`src/pkg/srwp_pkg.sv`:
```
package srwp_pkg;

  // ----------------------------------------------------------------------
  // command opcodes seen by this block
  // ----------------------------------------------------------------------
  localparam logic [7:0] OP_WRSR1 = 8'h01;      // write status register 1
  localparam logic [7:0] OP_WRSR2 = 8'h31;      // write status register 2
  localparam logic [7:0] OP_WRSR3 = 8'h11;      // write status register 3
  localparam logic [7:0] OP_WRSR_ADDR = 8'h71;  // write addressed status register
  localparam logic [7:0] OP_BLK_LOCK = 8'h36;   // lock one block
  localparam logic [7:0] OP_BLK_UNLOCK = 8'h39; // unlock one block

  // ----------------------------------------------------------------------
  // command carrier widths and register selectors for the addressed write
  // ----------------------------------------------------------------------
  localparam int ADDR_W = 24;                   // command address width
  localparam logic [7:0] SEL_SR1 = 8'h01;       // addressed write to register 1
  localparam logic [7:0] SEL_SR2 = 8'h02;       // addressed write to register 2
  localparam logic [7:0] SEL_SR3 = 8'h03;       // addressed write to register 3

  // ----------------------------------------------------------------------
  // field positions
  // ----------------------------------------------------------------------
  localparam int SR1_PROT_LOW_BIT = 7;          // protect_select_low in register 1
  localparam int SR2_PROT_HIGH_BIT = 0;         // protect_select_high in register 2
  localparam int SR2_QE_BIT = 1;                // quad_lines_enable in register 2

  // ----------------------------------------------------------------------
  // drive strength codes and reset values
  // ----------------------------------------------------------------------
  localparam logic [1:0] DRV_RESERVED = 2'h0;   // not a legal strength
  localparam logic [1:0] DRV_FULL = 2'h1;       // full strength, the default
  localparam logic [1:0] DRV_TWO_THIRDS = 2'h2; // 66 percent
  localparam logic [1:0] DRV_ONE_THIRD = 2'h3;  // 33 percent
  localparam logic PIN_FN_HOLD = 1'b0;          // shared pin acts as hold
  localparam logic PIN_FN_RESET = 1'b1;         // shared pin acts as reset
  localparam logic SCHEME_REGION = 1'b0;        // region protection scheme
  localparam logic SCHEME_BLOCK = 1'b1;         // per-block lock scheme
  localparam logic BLOCK_LOCK_RESET = 1'b1;     // every block locked after reset
  localparam logic QE_RESET = 1'b0;             // quad lines off after power-on

  // ----------------------------------------------------------------------
  // protect select pairs, written {high, low}
  // ----------------------------------------------------------------------
  localparam logic [1:0] PSEL_SOFTWARE = 2'h0;  // software protected
  localparam logic [1:0] PSEL_HARDWARE = 2'h1;  // pin controlled
  localparam logic [1:0] PSEL_LOCKDOWN = 2'h2;  // locked until reset
  localparam logic [1:0] PSEL_LOCKED = 2'h3;    // lockdown or one-time

  // ----------------------------------------------------------------------
  // types
  // ----------------------------------------------------------------------
  typedef enum logic [1:0] {
    ST_LOAD = 2'b00,                            // reload volatile bits
    ST_RUN = 2'b01                              // normal operation
  } srwp_state_t;

  typedef enum logic [2:0] {
    PT_SOFTWARE = 3'h0,
    PT_HW_PROT = 3'h1,
    PT_HW_UNPROT = 3'h2,
    PT_LOCKDOWN = 3'h3,
    PT_OTP = 3'h4
  } srwp_ptype_t;

  typedef struct packed {
    logic [7:0] opcode;                         // decoded command byte
    logic [ADDR_W-1:0] addr;                    // address bytes, if any
    logic [7:0] data;                           // first data byte, if any
  } srwp_cmd_t;

  typedef struct packed {
    logic pin_fn;                               // hold or reset select
    logic [1:0] drive;                          // output_strength_field
    logic [1:0] rsvd_hi;                        // reads zero
    logic scheme;                               // protection_scheme_select
    logic [1:0] rsvd_lo;                        // reads zero
  } srwp_sr3_t;

  localparam srwp_sr3_t SR3_RESET = '{PIN_FN_HOLD, DRV_FULL, 2'h0, SCHEME_REGION, 2'h0};

endpackage

```
`src/design/srwp_guard.sv`:
```
`timescale 1ns/100ps
`default_nettype none

// decides whether a status write may land, purely from present levels
module srwp_guard (
  input wire logic [1:0] i_psel,                // {protect_select_high, low}
  input wire logic i_lock,                      // permanent_lock_bit
  input wire logic i_wp,                        // write-protect pin level
  input wire logic i_qe,                        // quad_lines_enable
  input wire logic i_wel,                       // write_enable_latch
  output logic o_allowed,                       // write may proceed
  output srwp_pkg::srwp_ptype_t o_ptype         // current protection type
);

  // ----------------------------------------------------------------------
  // protection decode
  // ----------------------------------------------------------------------
  logic wp_eff;                                 // pin as the protect logic sees it

  // with quad lines on the pin carries data, so it never protects
  assign wp_eff = i_qe | i_wp;

  always_comb begin
    o_allowed = 1'b0;
    o_ptype = srwp_pkg::PT_SOFTWARE;
    case (i_psel)
      srwp_pkg::PSEL_SOFTWARE: begin
        // pin has no meaning here, only the latch matters
        o_ptype = srwp_pkg::PT_SOFTWARE;
        o_allowed = i_wel;
      end
      srwp_pkg::PSEL_HARDWARE: begin
        if (wp_eff) begin
          o_ptype = srwp_pkg::PT_HW_UNPROT;
          o_allowed = i_wel;
        end else begin
          o_ptype = srwp_pkg::PT_HW_PROT;
          o_allowed = 1'b0;
        end
      end
      srwp_pkg::PSEL_LOCKDOWN: begin
        o_ptype = srwp_pkg::PT_LOCKDOWN;
        o_allowed = 1'b0;
      end
      srwp_pkg::PSEL_LOCKED: begin
        // lock bit separates a reset-clearable lockdown from one-time
        o_ptype = i_lock ? srwp_pkg::PT_OTP : srwp_pkg::PT_LOCKDOWN;
        o_allowed = 1'b0;
      end
      default: begin
        o_ptype = srwp_pkg::PT_SOFTWARE;
        o_allowed = 1'b0;
      end
    endcase
  end

endmodule

`default_nettype wire

```
`src/design/srwp_top.sv`:
```
`timescale 1ns/100ps
`default_nettype none

// Summary of operation
// - both selects zero: write needs latch only
// - select 0,1 and pin low: refuse writes
// - select 0,1 and pin high: latch permits write
// - select 1,0: refuse writes until reset
// - select 1,1, lock clear: refuse until reset
// - select 1,1, lock set: refuse forever
// - reset copies stored 0,0 or 0,1 unchanged
// - reset turns stored 1,0 into 0,0
// - reset turns stored 1,1 unlocked into 0,1
// - reset keeps 1,1 when lock set
// - bit 7 selects hold or reset pin
// - pin function only while quad lines off
// - bits 6:5 set drive, default full
// - bit 2 picks region or block scheme
// - all block locks set after every reset
// - 36h locks, 39h unlocks addressed block
// - quad lines disable pin protect functions
// - high select sits at register 2 bit 0
module srwp_top #(
  parameter int NUM_BLOCKS = 64,                // individually lockable blocks
  parameter int BLOCK_SHIFT = 16                // address bits inside one block
) (
  input wire logic I_MCLK,                      // serial clock
  input wire logic I_RESETN,                    // power-on or hardware reset
  input wire logic I_SW_RESET,                  // software reset pulse
  input wire logic [1:0] I_NV_PSEL,             // stored {high, low} selects
  input wire logic I_NV_LOCK,                   // stored permanent_lock_bit
  input wire logic I_WP_PIN,                    // write-protect pin level
  input wire logic I_WEL,                       // write_enable_latch level
  input wire logic I_CMD_VALID,                 // one-cycle command strobe
  input wire srwp_pkg::srwp_cmd_t I_CMD,        // command carrier
  output logic O_READY,                         // reload done, commands taken
  output logic O_PROT_HIGH,                     // protect_select_high
  output logic O_PROT_LOW,                      // protect_select_low
  output logic O_LOCK_BIT,                      // permanent_lock_bit in force
  output logic O_QE,                            // quad_lines_enable
  output logic [7:0] O_SR3,                     // pin_drive_protect_config
  output logic [1:0] O_DRIVE,                   // output_strength_field
  output logic O_BLOCK_SCHEME,                  // protection_scheme_select
  output logic O_HOLD_EN,                       // shared pin acts as hold
  output logic O_PIN_RESET_EN,                  // shared pin acts as reset
  output logic [2:0] O_PROT_TYPE,               // current protection type
  output logic O_WR_DONE,                       // status write landed, pulse
  output logic O_WR_REFUSED,                    // status write refused, pulse
  output logic [NUM_BLOCKS-1:0] O_BLOCK_LOCKS   // one lock bit per block
);

  // ----------------------------------------------------------------------
  // local sizes
  // ----------------------------------------------------------------------
  localparam int IDX_W = (NUM_BLOCKS > 1) ? $clog2(NUM_BLOCKS) : 1;

  // ----------------------------------------------------------------------
  // state and registers
  // ----------------------------------------------------------------------
  srwp_pkg::srwp_state_t state_q, state_d;      // reload or run
  logic [1:0] psel_q, psel_d;                   // volatile {high, low}
  logic lock_q;                                 // lock copy caught at reload
  logic qe_q, qe_d;                             // quad lines enable
  srwp_pkg::srwp_sr3_t sr3_q, sr3_d;            // third status register
  logic [NUM_BLOCKS-1:0] locks_q;               // individual block locks
  logic done_q, refused_q;                      // write result pulses
  logic hold_en_q, pin_rst_en_q;                // shared pin function
  srwp_pkg::srwp_ptype_t ptype_q;               // registered protection type
  logic ready_q; // registered copy of the run state

  // ----------------------------------------------------------------------
  // command decode
  // ----------------------------------------------------------------------
  logic run;                                    // block is past its reload
  logic is_wrsr;                                // any status write opcode
  logic [7:0] sel;                              // register the write targets
  logic allowed;                                // guard verdict
  srwp_pkg::srwp_ptype_t ptype;                 // guard protection type
  logic wr_go;                                  // write lands this cycle
  logic blk_cmd;                                // lock or unlock this cycle
  logic blk_set;                                // value for the block bit
  logic [IDX_W-1:0] blk_idx;                    // addressed block

  assign run = (state_q == srwp_pkg::ST_RUN);

  // the four write opcodes and the register each one reaches
  always_comb begin
    is_wrsr = 1'b1;
    sel = 8'h00;
    case (I_CMD.opcode)
      srwp_pkg::OP_WRSR1: begin
        sel = srwp_pkg::SEL_SR1;
      end
      srwp_pkg::OP_WRSR2: begin
        sel = srwp_pkg::SEL_SR2;
      end
      srwp_pkg::OP_WRSR3: begin
        sel = srwp_pkg::SEL_SR3;
      end
      srwp_pkg::OP_WRSR_ADDR: begin
        sel = I_CMD.addr[7:0];
      end
      default: begin
        is_wrsr = 1'b0;
      end
    endcase
  end

  // protection decision lives in its own small module
  srwp_guard u_guard (
    .i_psel(psel_q),
    .i_lock(lock_q),
    .i_wp(I_WP_PIN),
    .i_qe(qe_q),
    .i_wel(I_WEL),
    .o_allowed(allowed),
    .o_ptype(ptype)
  );

  // a refused write simply falls through with no state touched
  assign wr_go = run & I_CMD_VALID & is_wrsr & allowed;

  // block commands only mean something under the block scheme
  assign blk_cmd = run & I_CMD_VALID & (sr3_q.scheme == srwp_pkg::SCHEME_BLOCK) &
                   ((I_CMD.opcode == srwp_pkg::OP_BLK_LOCK) |
                    (I_CMD.opcode == srwp_pkg::OP_BLK_UNLOCK));
  assign blk_set = (I_CMD.opcode == srwp_pkg::OP_BLK_LOCK);
  assign blk_idx = I_CMD.addr[BLOCK_SHIFT +: IDX_W];

  // ----------------------------------------------------------------------
  // sequencer
  // ----------------------------------------------------------------------
  // one reload cycle after any reset, so the stored copies are sampled
  // by a clock edge and never through the asynchronous path
  always_comb begin
    state_d = state_q;
    case (state_q)
      srwp_pkg::ST_LOAD: begin
        state_d = srwp_pkg::ST_RUN;
      end
      srwp_pkg::ST_RUN: begin
        if (I_SW_RESET) begin
          state_d = srwp_pkg::ST_LOAD;
        end
      end
      default: begin
        state_d = srwp_pkg::ST_LOAD;
      end
    endcase
  end

  always_ff @(posedge I_MCLK or negedge I_RESETN) begin
    if (!I_RESETN) begin
      state_q <= srwp_pkg::ST_LOAD;
    end else begin
      state_q <= state_d;
    end
  end

  // ready pin gets its own flop, a decode of the state could glitch
  always_ff @(posedge I_MCLK or negedge I_RESETN) begin
    if (!I_RESETN) begin
      ready_q <= 1'b0;
    end else begin
      ready_q <= (state_d == srwp_pkg::ST_RUN);
    end
  end

  // ----------------------------------------------------------------------
  // volatile protect selects
  // ----------------------------------------------------------------------
  always_comb begin
    psel_d = psel_q;
    if (state_q == srwp_pkg::ST_LOAD) begin
      case (I_NV_PSEL)
        srwp_pkg::PSEL_SOFTWARE: begin
          psel_d = srwp_pkg::PSEL_SOFTWARE;
        end
        srwp_pkg::PSEL_HARDWARE: begin
          psel_d = srwp_pkg::PSEL_HARDWARE;
        end
        srwp_pkg::PSEL_LOCKDOWN: begin
          // lockdown lifts to plain software protection
          psel_d = srwp_pkg::PSEL_SOFTWARE;
        end
        srwp_pkg::PSEL_LOCKED: begin
          if (I_NV_LOCK) begin
            psel_d = srwp_pkg::PSEL_LOCKED;
          end else begin
            psel_d = srwp_pkg::PSEL_HARDWARE;
          end
        end
        default: begin
          psel_d = srwp_pkg::PSEL_SOFTWARE;
        end
      endcase
    end else if (wr_go && sel == srwp_pkg::SEL_SR1) begin
      psel_d[0] = I_CMD.data[srwp_pkg::SR1_PROT_LOW_BIT];
    end else if (wr_go && sel == srwp_pkg::SEL_SR2) begin
      psel_d[1] = I_CMD.data[srwp_pkg::SR2_PROT_HIGH_BIT];
    end
  end

  // safest value until the reload cycle has run
  always_ff @(posedge I_MCLK or negedge I_RESETN) begin
    if (!I_RESETN) begin
      psel_q <= srwp_pkg::PSEL_LOCKED;
    end else begin
      psel_q <= psel_d;
    end
  end

  // lock copy is only refreshed by a reset, so one-time stays one-time
  always_ff @(posedge I_MCLK or negedge I_RESETN) begin
    if (!I_RESETN) begin
      lock_q <= 1'b1;
    end else if (state_q == srwp_pkg::ST_LOAD) begin
      lock_q <= I_NV_LOCK;
    end
  end

  // ----------------------------------------------------------------------
  // quad lines enable
  // ----------------------------------------------------------------------
  always_comb begin
    qe_d = qe_q;
    if (wr_go && sel == srwp_pkg::SEL_SR2) begin
      qe_d = I_CMD.data[srwp_pkg::SR2_QE_BIT];
    end
  end

  always_ff @(posedge I_MCLK or negedge I_RESETN) begin
    if (!I_RESETN) begin
      qe_q <= srwp_pkg::QE_RESET;
    end else begin
      qe_q <= qe_d;
    end
  end

  // ----------------------------------------------------------------------
  // third status register
  // ----------------------------------------------------------------------
  // reserved fields are forced to zero; a reserved drive code is dropped
  // and the old strength kept, since no driver setting matches it
  always_comb begin
    sr3_d = sr3_q;
    if (wr_go && sel == srwp_pkg::SEL_SR3) begin
      sr3_d.pin_fn = I_CMD.data[7];
      sr3_d.scheme = I_CMD.data[2];
      if (I_CMD.data[6:5] != srwp_pkg::DRV_RESERVED) begin
        sr3_d.drive = I_CMD.data[6:5];
      end
      sr3_d.rsvd_hi = 2'h0;
      sr3_d.rsvd_lo = 2'h0;
    end
  end

  always_ff @(posedge I_MCLK or negedge I_RESETN) begin
    if (!I_RESETN) begin
      sr3_q <= srwp_pkg::SR3_RESET;
    end else begin
      sr3_q <= sr3_d;
    end
  end

  // ----------------------------------------------------------------------
  // shared pin function
  // ----------------------------------------------------------------------
  // quad lines win: the pin is then plain data and neither function runs
  always_ff @(posedge I_MCLK or negedge I_RESETN) begin
    if (!I_RESETN) begin
      hold_en_q <= 1'b0;
      pin_rst_en_q <= 1'b0;
    end else begin
      hold_en_q <= ~qe_d & (sr3_d.pin_fn == srwp_pkg::PIN_FN_HOLD);
      pin_rst_en_q <= ~qe_d & (sr3_d.pin_fn == srwp_pkg::PIN_FN_RESET);
    end
  end

  // ----------------------------------------------------------------------
  // individual block locks
  // ----------------------------------------------------------------------
  genvar gb;
  generate
    for (gb = 0; gb < NUM_BLOCKS; gb = gb + 1) begin : g_lock
      always_ff @(posedge I_MCLK or negedge I_RESETN) begin
        if (!I_RESETN) begin
          locks_q[gb] <= srwp_pkg::BLOCK_LOCK_RESET;
        end else if (state_q == srwp_pkg::ST_LOAD) begin
          locks_q[gb] <= srwp_pkg::BLOCK_LOCK_RESET;
        end else if (blk_cmd && blk_idx == IDX_W'(gb)) begin
          locks_q[gb] <= blk_set;
        end
      end
    end
  endgenerate

  // ----------------------------------------------------------------------
  // write result and protection type
  // ----------------------------------------------------------------------
  // a refused write only raises its own pulse, nothing else moves
  always_ff @(posedge I_MCLK or negedge I_RESETN) begin
    if (!I_RESETN) begin
      done_q <= 1'b0;
      refused_q <= 1'b0;
    end else begin
      done_q <= wr_go;
      refused_q <= run & I_CMD_VALID & is_wrsr & ~allowed;
    end
  end

  always_ff @(posedge I_MCLK or negedge I_RESETN) begin
    if (!I_RESETN) begin
      ptype_q <= srwp_pkg::PT_OTP;
    end else begin
      ptype_q <= ptype;
    end
  end

  // ----------------------------------------------------------------------
  // outputs, each straight from a register
  // ----------------------------------------------------------------------
  assign O_READY = ready_q;
  assign O_PROT_HIGH = psel_q[1];
  assign O_PROT_LOW = psel_q[0];
  assign O_LOCK_BIT = lock_q;
  assign O_QE = qe_q;
  assign O_SR3 = sr3_q;
  assign O_DRIVE = sr3_q.drive;
  assign O_BLOCK_SCHEME = sr3_q.scheme;
  assign O_HOLD_EN = hold_en_q;
  assign O_PIN_RESET_EN = pin_rst_en_q;
  assign O_PROT_TYPE = ptype_q;
  assign O_WR_DONE = done_q;
  assign O_WR_REFUSED = refused_q;
  assign O_BLOCK_LOCKS = locks_q;

endmodule

`default_nettype wire

```
`config.mk`:
```
export PLATFORM = sky130hd
export DESIGN_NAME = srwp_top
export DESIGN_NICKNAME = d
export VERILOG_FILES = /design/src/pkg/srwp_pkg.sv /design/src/design/srwp_guard.sv /design/src/design/srwp_top.sv
export SDC_FILE = /design/constraint.sdc
export NUM_CORES = 1
export LEC_CHECK = 0
export BUFFER_PORTS_ARGS = -buffer_cell sky130_fd_sc_hd__clkbuf_2
export CAP_MARGIN = 20
export CORE_MARGIN = 4
export CORE_UTILIZATION = 30
export DETAILED_ROUTE_END_ITERATION = 8
export PLACE_DENSITY_LB_ADDON = 0.05
export REMOVE_ABC_BUFFERS = 1
export SYNTH_ARGS = -nofsm -noshare
export SYNTH_HDL_FRONTEND = slang
export SYNTH_HIERARCHICAL = 1
export SYNTH_SLANG_ARGS = --single-unit
export TNS_END_PERCENT = 50
```
`constraint.sdc`:
```
create_clock -name I_MCLK -period 4.4 [get_ports I_MCLK]
set_input_delay 0.44 -clock I_MCLK [delete_from_list [all_inputs] [get_ports I_MCLK]]
set_output_delay 0.44 -clock I_MCLK [all_outputs]
set_load 0.005 [all_outputs]
```
==> PnR_summary.wiki, run 1 <==
{| class="wikitable"
! Metric !! Value
|-
| Post-Syn Area per Cell || 10.7 µm²
|-
| Initial cell density of the core || 0.308
|-
| Via count of the first global-routing pass || 3327
|-
| Top Ports || 136
|-
| Global-route usage over all layers || 0.149
|-
| GR Overflow Total || 0
|-
| Net switching share of the total power || 0.242
|-
| Clk_lat worst skew || 0.34 ns
|-
| Power share of the combinational group || 0.080
|-
| Required @ worst endpoint || 4.63 ns
|-
| Area after detailed placement || 4780 µm²
|-
| Storage element area || 2140 µm²
|-
| Count of max-cap constraint violations || 0
|-
| # nets final || 532
|-
| Kind of cell adding the most delay to the critical path || simple AND/OR/NAND/NOR gates
|-
| Worst hold slack || 0.124 ns
|-
| Crit path buffers/inverters || 0
|-
| Slowest cell delay on critical path || 0.48 ns
|-
| H-tree depth || 3
|-
| Core area || 13300 µm²
|-
| Share of final-layout standard cells stronger than drive strength 1 || 0.514
|-
| Final number of setup-violating endpoints || 0
|-
| Final Hold Violating Endpoints || 0
|-
| Transition time at the pin with the least slew margin || 1.01 ns
|-
| # clock sinks || 82
|-
| Crit-path slowest cell || sky130_fd_sc_hd__nor4_4
|-
| Number of DRC markers after the initial detailed-route iteration || 157
|-
| Routed wire length || 11400 µm
|-
| Number of synthesis warnings || 6
|-
| Most common cell after layout, fill and taps aside || sky130_fd_sc_hd__clkbuf_2
|-
| Ordered cell list for the critical path || nor3b_2 > nor3b_1 > and4b_1 > o211ai_2 > nor4_4 > and2_2 > mux2_2
|-
| X dimension of the die || 125 µm
|-
| Result of the run || completed
|-
| Hold buffer count at CTS || 0
|-
| CTS-repair resized insts || 0
|-
| Detail Placement HPWL || 7670 µm
|-
| Setup crit start kind || register
|-
| Fin crit share || 0.581
|-
| LEAKAGE || 1.88 nW
|-
| Tightest slew margin relative to the limit || 0.325
|-
| Final worst path period need || 2.56 ns
|-
| Cell total after placement || 648
|-
| Antenna violations before repair || 0
|-
| Post-detailed-route DRC marker count || 0
|-
| Worst Clk Skew || 0.00487 ns
|-
| Die area || 15600 µm²
|-
| Number of fill cells || 1354
|-
| Pin count of the biggest net entering global routing || 69
|-
| Worst Hold Class || in -> async
|-
| DR vias || 3293
|-
| Overall die height || 125 µm
|-
| Final max-slew violation count || 0
|-
| Most used flip-flop cell after synthesis || sky130_fd_sc_hd__dfstp_2
|-
| Count of state elements after synthesis || 82
|-
| Net switching power || 0.000402 W
|-
| Count of flip-flops with a built-in enable after synthesis || 0
|-
| Commonest non-fill, non-tap cells in the layout || sky130_fd_sc_hd__clkbuf_2, sky130_fd_sc_hd__dfstp_2, sky130_fd_sc_hd__nor3_1, sky130_fd_sc_hd__a21oi_1
|-
| CTS tree || done
|-
| Reg power frac || 0.470
|-
| First-pass GRT wire length || 18400 µm
|-
| CTS Buffer Depth || 2
|-
| Area overhead of the layout relative to synthesis || 23.8%
|-
| Cell Area, Synth || 4090 µm²
|-
| Antenna Violating Nets Remaining || 0
|-
| Area occupied by multi-input gates || 1770 µm²
|-
| Worst setup path class || reg -> reg
|-
| Number of standard cells after synthesis || 384
|-
| CP endpoint kind || register
|-
| Average wire length per cell after detail routing || 17.1 µm
|-
| Power density of the placed cells || 328 nW/µm²
|-
| TritonRoute pass-1 iters || 6
|-
| Number of distinct library cells after synthesis || 50
|-
| Routed via count divided by cell count || 4.96
|-
| Maximum net fanout on the critical path || 9
|-
| Standard-cell rows || 42
|-
| RD Place Congestion || 0.750
|-
| Crit path arrival time || 2.78 ns
|-
| Number of buffers created by CTS || 9
|-
| Pre-CTS setup slack || 1.76 ns
|-
| Final worst-path setup slack || 1.84 ns
|-
| Buffers inserted by post-CTS timing repair || 0
|-
| Count of non-filler cells in the finished layout || 664
|-
| Diode count || 0
|-
| Highest Clock Rate || 391 MHz
|-
| Clock transition at the register clock pins on the worst setup and hold paths after CTS || 0.06 ns
|-
| Final non-filler cell area || 5070 µm²
|-
| Maximum resistive drop on vdd || 0.143 mV
|-
| Root buffer cell || sky130_fd_sc_hd__clkbuf_16
|-
| Share of async-settable or async-resettable flops after synthesis || 1.00
|-
| Number of I/O port buffers || 119
|-
| Sequential-to-total area share from yosys stat || 0.522
|-
| Internal power contribution || 0.00126 W
|-
| Clock share of power || 0.451
|-
| Unrepaired setup endpoints after global routing || no
|}
==> layer usage <==
layer | up-vias | routed length (µm) | track usage
met5 | - | 0 | 0
met4 | 0 | 213 | 0.0612
met3 | 12 | 672 | 0.0425
met2 | 84 | 5400 | 0.237
met1 | 1554 | 5090 | 0.190
li1 | 1643 | - | -
==> kinds of logic (layout without fill, tap and decap cells) <==
group	count (synthesis)	after routing	synth area share
muxes	5	5	0.0134
and+or+nand+nor	135	135	0.183
AOI/OAI and AO/OA	118	118	0.229
other	1	5	0.000916
buffers and inverters	43	143	0.0516
DFF	82	82	0.522
==> power by group through the flow <==
stage | clock [W] | combinational [W] | sequential [W]
after floorplan | 0 | 0.0000588 | 0.000791
after global placement | 0 | 0.000137 | 0.000792
after detailed placement | 0 | 0.000137 | 0.000792
after CTS | 0.000780 | 0.000137 | 0.000781
after global routing | 0.000815 | 0.000148 | 0.000783
final | 0.000749 | 0.000133 | 0.000781
==> synth_stat cells (all sizes together), types with 2 or more instances <==
master / instances / area (µm²)
o21ai: 4 / 20.0
and4bb: 3 / 41.3
nor3b: 2 / 20.0
o2bb2ai: 2 / 17.5
or2: 3 / 18.8
a22o: 2 / 17.5
and3: 2 / 12.5
nand2: 13 / 48.8
o211ai: 2 / 33.8
buf: 12 / 95.1
and4b: 2 / 20.0
o22ai: 32 / 288
nand4: 4 / 25.0
nor4: 4 / 40.0
a21oi: 37 / 189
inv: 4 / 15.0
o31ai: 32 / 310
clkbuf: 27 / 101
dfstp: 69 / 1810
mux2: 4 / 45.0
nand3: 15 / 75.1
nand2b: 5 / 31.3
nor2b: 4 / 25.0
nor2: 9 / 33.8
and2: 2 / 13.8
dfrtp: 13 / 325
nor3: 64 / 320
==> flip-flops by register name, indices dropped and copies added (netlist names) <==
register        cells
O_WR_DONE           1
O_QE                1
O_WR_REFUSED        1
psel_q              2
O_DRIVE             2
O_READY             1
O_BLOCK_LOCKS      64
state_q             2
O_HOLD_EN           1
O_BLOCK_SCHEME      1
O_PROT_TYPE         3
O_LOCK_BIT          1
O_SR3               1
O_PIN_RESET_EN      1
==> through the flow <==
stage | power [W] | setup TNS, ns | util
after global routing | 0.00175 | 0 | 0.381
after floorplan | 0.000850 | -30.26 | -
final | 0.00166 | 0 | 0.381
after detailed placement | 0.000929 | 0 | 0.359
after CTS | 0.00170 | 0 | 0.381
after global placement | 0.000929 | 0 | 0.359
==> layout make-up <==
class	instances	share of cell area
Multi-Input combinational cell	263	0.350
Tap cell	176	0.0434
Clock buffer	15	0.0570
Sequential cell	82	0.422
Clock inverter	1	0.000987
Inverter	4	0.00296
Timing Repair Buffer	123	0.124
==> path summary, 6_finish.rpt <==
kind | depth (start not counted) | start | to | slack, ns
max in group asynchronous | 2 | I_RESETN | O_BLOCK_LOCKS[1] | 3.35
max reg2reg | 7 | psel_q[0] | O_BLOCK_SCHEME | 1.84
max | 7 | psel_q[0] | O_BLOCK_SCHEME | 1.84
min in group I_MCLK | 2 | I_SW_RESET | O_READY | 0.30
min | 1 | I_RESETN | O_QE | 0.12
min reg2reg | 1 | O_SR3[7] | O_HOLD_EN | 0.49
No activity file was read; power rests on OpenSTA's default activity.
==> run 2: changes to the inputs <==
--- a/config.mk
+++ b/config.mk
@@ -5,6 +5,7 @@
 export SDC_FILE = /design/constraint.sdc
 export NUM_CORES = 1
 export LEC_CHECK = 0
+export ABC_AREA = 1
 export BUFFER_PORTS_ARGS = -buffer_cell sky130_fd_sc_hd__clkbuf_2
 export CAP_MARGIN = 20
 export CORE_MARGIN = 4
==> constraint.sdc (replaced) <==
create_clock -name I_MCLK -period 2.25 [get_ports I_MCLK]
set_input_delay 0.225 -clock I_MCLK [delete_from_list [all_inputs] [get_ports I_MCLK]]
set_output_delay 0.225 -clock I_MCLK [all_outputs]
set_load 0.005 [all_outputs]
==> run 2 against run 1 <==
Hold slack worse by 0.042 ns. Die area grew 5.3%. Utilization rose by 0.44 points. Total power is 150% higher. Sequential power is 140% higher. Wire length rose by 3.0%. Worst setup slack got worse by 1.5 ns. Via count is 11% higher. Count of clock-buffer cells in the layout fell by 1. Final area up 6.4%.
==> PnR_summary.wiki, run 2 <==
{| class="wikitable"
! Metric !! Value
|-
| Result of the run || completed (unchanged)
|-
| Crit path arrival time || 2.15 ns (was 2.78 ns)
|-
| Final Hold Violating Endpoints || 0 (unchanged)
|-
| Worst r2r dst || O_BLOCK_LOCKS[15] (was O_BLOCK_SCHEME)
|-
| Ordered cell list for the critical path || nor2_2 > inv_2 > buf_4 > o21ai_0 > o21a_1 (was nor3b_2 > nor3b_1 > and4b_1 > o211ai_2 > nor4_4 > and2_2 > mux2_2)
|-
| Most common cell after layout, fill and taps aside || sky130_fd_sc_hd__clkbuf_2 (unchanged)
|-
| Power density of the placed cells || 762 nW/µm² (was 328 nW/µm²)
|-
| CTS Buffer Depth || 2 (unchanged)
|-
| Core area || 14000 µm² (was 13300 µm²)
|-
| DR vias || 3661 (was 3293)
|-
| Worst Hold Class || in -> reg (was in -> async)
|-
| Share of final-layout standard cells stronger than drive strength 1 || 0.444 (was 0.514)
|-
| Maximum net fanout on the critical path || 68 (was 9)
|-
| Hold Crit Endpoint || O_READY
|-
| Crit-path slowest cell || sky130_fd_sc_hd__buf_4 (was sky130_fd_sc_hd__nor4_4)
|-
| Highest Clock Rate || 533 MHz (was 391 MHz)
|-
| Count of max-cap constraint violations || 0 (unchanged)
|-
| First-pass GRT wire length || 18700 µm (was 18400 µm)
|-
| RD Place Congestion || 0.779 (was 0.750)
|-
| Transition time at the pin with the least slew margin || 0.903 ns (was 1.01 ns)
|-
| Post-detailed-route DRC marker count || 0 (unchanged)
|-
| Routed via count divided by cell count || 4.47 (was 4.96)
|-
| Most frequent cells after synthesis || sky130_fd_sc_hd__nand2_1, sky130_fd_sc_hd__nor2_1, sky130_fd_sc_hd__dfstp_2 (was sky130_fd_sc_hd__dfstp_2, sky130_fd_sc_hd__nor3_1, sky130_fd_sc_hd__a21oi_1)
|-
| Count of state elements after synthesis || 82 (unchanged)
|-
| GR Overflow Total || 0 (unchanged)
|-
| Required @ worst endpoint || 2.52 ns (was 4.63 ns)
|-
| Most used flip-flop cell after synthesis || sky130_fd_sc_hd__dfstp_2 (unchanged)
|-
| Leading cell type by number of instances after synthesis || sky130_fd_sc_hd__nand2_1 (was sky130_fd_sc_hd__dfstp_2)
|-
| Slowest cell delay on critical path || 0.66 ns (was 0.48 ns)
|-
| Clock transition at the register clock pins on the worst setup and hold paths after CTS || 0.06 ns (about the same)
|-
| Hold path startpoint || I_SW_RESET
|-
| Die area || 16400 µm² (was 15600 µm²)
|-
| Cell Area, Synth || 4320 µm² (was 4090 µm²)
|-
| Crit path buffers/inverters || 2 (was 0)
|-
| Amount of wire on met2 after detailed routing || 5430 µm (was 5400 µm)
|-
| Area after detailed placement || 5090 µm² (was 4780 µm²)
|-
| Count of non-filler cells in the finished layout || 819 (was 664)
|-
| Met3 Wirelength || 566 µm (was 672 µm)
|-
| Final number of setup-violating endpoints || 0 (unchanged)
|-
| Tightest slew margin relative to the limit || 0.398 (was 0.325)
|-
| Worst setup path class || reg -> reg (unchanged)
|-
| Standard-cell rows || 43 (was 42)
|-
| Average wire length per cell after detail routing || 14.3 µm (was 17.1 µm)
|-
| LEAKAGE || 2.39 nW (was 1.88 nW)
|-
| Kind of cell adding the most delay to the critical path || buffers and inverters (was simple AND/OR/NAND/NOR gates)
|-
| Cell total after placement || 802 (was 648)
|-
| Overall die height || 128 µm (was 125 µm)
|-
| Pin count of the biggest net entering global routing || 69 (unchanged)
|-
| Final non-filler cell area || 5400 µm² (was 5070 µm²)
|-
| Worst Clk Skew || 0.00511 ns (was 0.00487 ns)
|-
| Crit. Startpoint || state_q[1] (was psel_q[0])
|-
| Global-route usage over all layers || 0.146 (was 0.149)
|-
| TritonRoute pass-1 iters || 4 (was 6)
|-
| Area overhead of the layout relative to synthesis || 24.8% (was 23.8%)
|-
| Met1 Wirelength || 5540 µm (was 5090 µm)
|-
| Post-synthesis cell type with the largest combined area || sky130_fd_sc_hd__dfstp_2 (unchanged)
|-
| Logic depth of the worst register-to-register path || 5 (was 7)
|-
| H-tree depth || 3 (unchanged)
|-
| Number of synthesis warnings || 6 (unchanged)
|-
| X dimension of the die || 128 µm (was 125 µm)
|-
| Largest register FFs || 64 (unchanged)
|-
| CTS tree || done (unchanged)
|-
| Number of buffers created by CTS || 9 (unchanged)
|-
| Worst hold path stage count || 2
|-
| Diode count || 0 (unchanged)
|-
| Reg-to-reg slack, setup || 0.37 ns (was 1.84 ns)
|-
| Commonest non-fill, non-tap cells in the layout || sky130_fd_sc_hd__clkbuf_2, sky130_fd_sc_hd__nand2_1, sky130_fd_sc_hd__nor2_1, sky130_fd_sc_hd__dfstp_2, sky130_fd_sc_hd__a21oi_1 (was sky130_fd_sc_hd__clkbuf_2, sky130_fd_sc_hd__dfstp_2, sky130_fd_sc_hd__nor3_1, sky130_fd_sc_hd__a21oi_1)
|-
| Final worst-path setup slack || 0.374 ns (was 1.84 ns)
|-
| Launch point of the worst reg-to-reg path || state_q[1] (was psel_q[0])
|-
| Via count of the first global-routing pass || 3604 (was 3327)
|-
| Count of flip-flops with a built-in enable after synthesis || 0 (unchanged)
|-
| Routed wire length || 11700 µm (was 11400 µm)
|-
| Overall power after layout || 0.00411 W (was 0.00166 W)
|-
| Setup crit start kind || register (unchanged)
|-
| Final max-slew violation count || 0 (unchanged)
|-
| Number of distinct library cells after synthesis || 29 (was 50)
|-
| Fin crit share || 0.834 (was 0.581)
|-
| Number of DRC markers after the initial detailed-route iteration || 185 (was 157)
|-
| Post-Syn Area per Cell || 8.35 µm² (was 10.7 µm²)
|-
| Synth area leaders || sky130_fd_sc_hd__dfstp_2, sky130_fd_sc_hd__nand2_1, sky130_fd_sc_hd__o21ai_2 (was sky130_fd_sc_hd__dfstp_2, sky130_fd_sc_hd__dfrtp_1, sky130_fd_sc_hd__nor3_1)
|-
| Antenna Violating Nets Remaining || 0 (unchanged)
|-
| CP endpoint kind || register (unchanged)
|-
| Root buffer cell || sky130_fd_sc_hd__clkbuf_16 (unchanged)
|-
| Pre-CTS setup slack || 0.354 ns (was 1.76 ns)
|-
| Detail Placement HPWL || 8380 µm (was 7670 µm)
|-
| Final worst path period need || 1.88 ns (was 2.56 ns)
|-
| Top routing layer used || met4 (unchanged)
|-
| Sequential-to-total area share from yosys stat || 0.495 (was 0.522)
|-
| Initial cell density of the core || 0.309 (was 0.308)
|-
| Unrepaired setup endpoints after global routing || no (unchanged)
|-
| Top Ports || 136 (unchanged)
|-
| # nets final || 683 (was 532)
|-
| # clock sinks || 82 (unchanged)
|-
| Share of the synthesized area in the top cell type || 0.419 (was 0.443)
|-
| Number of standard cells after synthesis || 518 (was 384)
|-
| Clk_lat worst skew || 0.34 ns (about the same)
|-
| Maximum resistive drop on vdd || 0.284 mV (was 0.143 mV)
|-
| Share of async-settable or async-resettable flops after synthesis || 1.00 (unchanged)
|-
| Antenna violations before repair || 0 (unchanged)
|-
| Number of I/O port buffers || 119 (unchanged)
|}
==> run 2: cell types whose count changed after synthesis, moves of 16 or more <==
cell and change:
sky130_fd_sc_hd__nand2_1 +100, sky130_fd_sc_hd__o22ai_1 -18, sky130_fd_sc_hd__o21ai_2 +44, sky130_fd_sc_hd__inv_1 +20
sky130_fd_sc_hd__a21oi_1 +32, sky130_fd_sc_hd__nor2_1 +81, sky130_fd_sc_hd__o31ai_1 -18, sky130_fd_sc_hd__o21ai_1 +16
sky130_fd_sc_hd__nor3_1 -61
==> run 2: worst max path at each step <==
stage                              endpoint  slack (ns)  cells after the start
final                     O_BLOCK_LOCKS[15]        0.37                      5
after global routing      O_BLOCK_LOCKS[36]        0.14                      7
after CTS                 O_BLOCK_LOCKS[15]        0.37                      5
after detailed placement  O_BLOCK_LOCKS[36]        0.35                     11
after global placement    O_BLOCK_LOCKS[36]        0.35                     11
after floorplan           O_BLOCK_LOCKS[15]       -0.17                      6
==> run 2: cell type report <==
cell class                      instances  area (µm²)
Clock buffer                           14         264
Clock inverter                          2        35.0
Fill cell                            1488        8590
Inverter                               28         105
Multi-Input combinational cell        382        1910
Sequential cell                        82        2140
Tap cell                              180         225
Timing Repair Buffer                  131         716
==> run 2: stage by stage <==
step	util	setup TNS (ns)	hold WS, ns
floorplan	-	-6.79	-0.0706
global placement	0.362	0	0.230
detailed placement	0.364	0	0.233
CTS	0.386	0	0.0728
global route	0.386	0	0.0822
finish	0.386	0	0.0819
==> run 2: what timing repair did <==
action | in CTS | in global routing
hold endpoints to repair | 13 | 0
hold buffers | 1 | 0
buffers inserted | 0 | 0
resized for setup | 0 | 0
==> run 2: worst reg2reg max path: stages, from the launching register on <==
cell	delay (ns)
sky130_fd_sc_hd__dfrtp_1	0.41
sky130_fd_sc_hd__nor2_2	0.10
sky130_fd_sc_hd__inv_2	0.06
sky130_fd_sc_hd__buf_4	0.66
sky130_fd_sc_hd__o21ai_0	0.33
sky130_fd_sc_hd__o21a_1	0.24
==> run 2: power by group <==
| part | switching [W] | internal [W] |
|---|---|---|
| sequential | 0.000116 | 0.00180 |
| clock | 0.000578 | 0.000920 |
| combinational | 0.000399 | 0.000300 |
| total | 0.00109 | 0.00302 |
==> run 2: cell families after synthesis <==
| logic type | count (synthesis) | share of synthesized area |
|---|---|---|
| compound gates | 137 | 0.203 |
| flops | 82 | 0.495 |
| buf+inv | 58 | 0.0680 |
| simple gates | 240 | 0.234 |
| other cells | 1 | 0.000867 |
==> run 2: per-layer routing <==
metal / track usage / vias to the layer above
li1: - / 1902
met1: 0.197 / 1675
met2: 0.226 / 72
met3: 0.0350 / 12
met4: 0.0587 / 0
met5: 0 / -
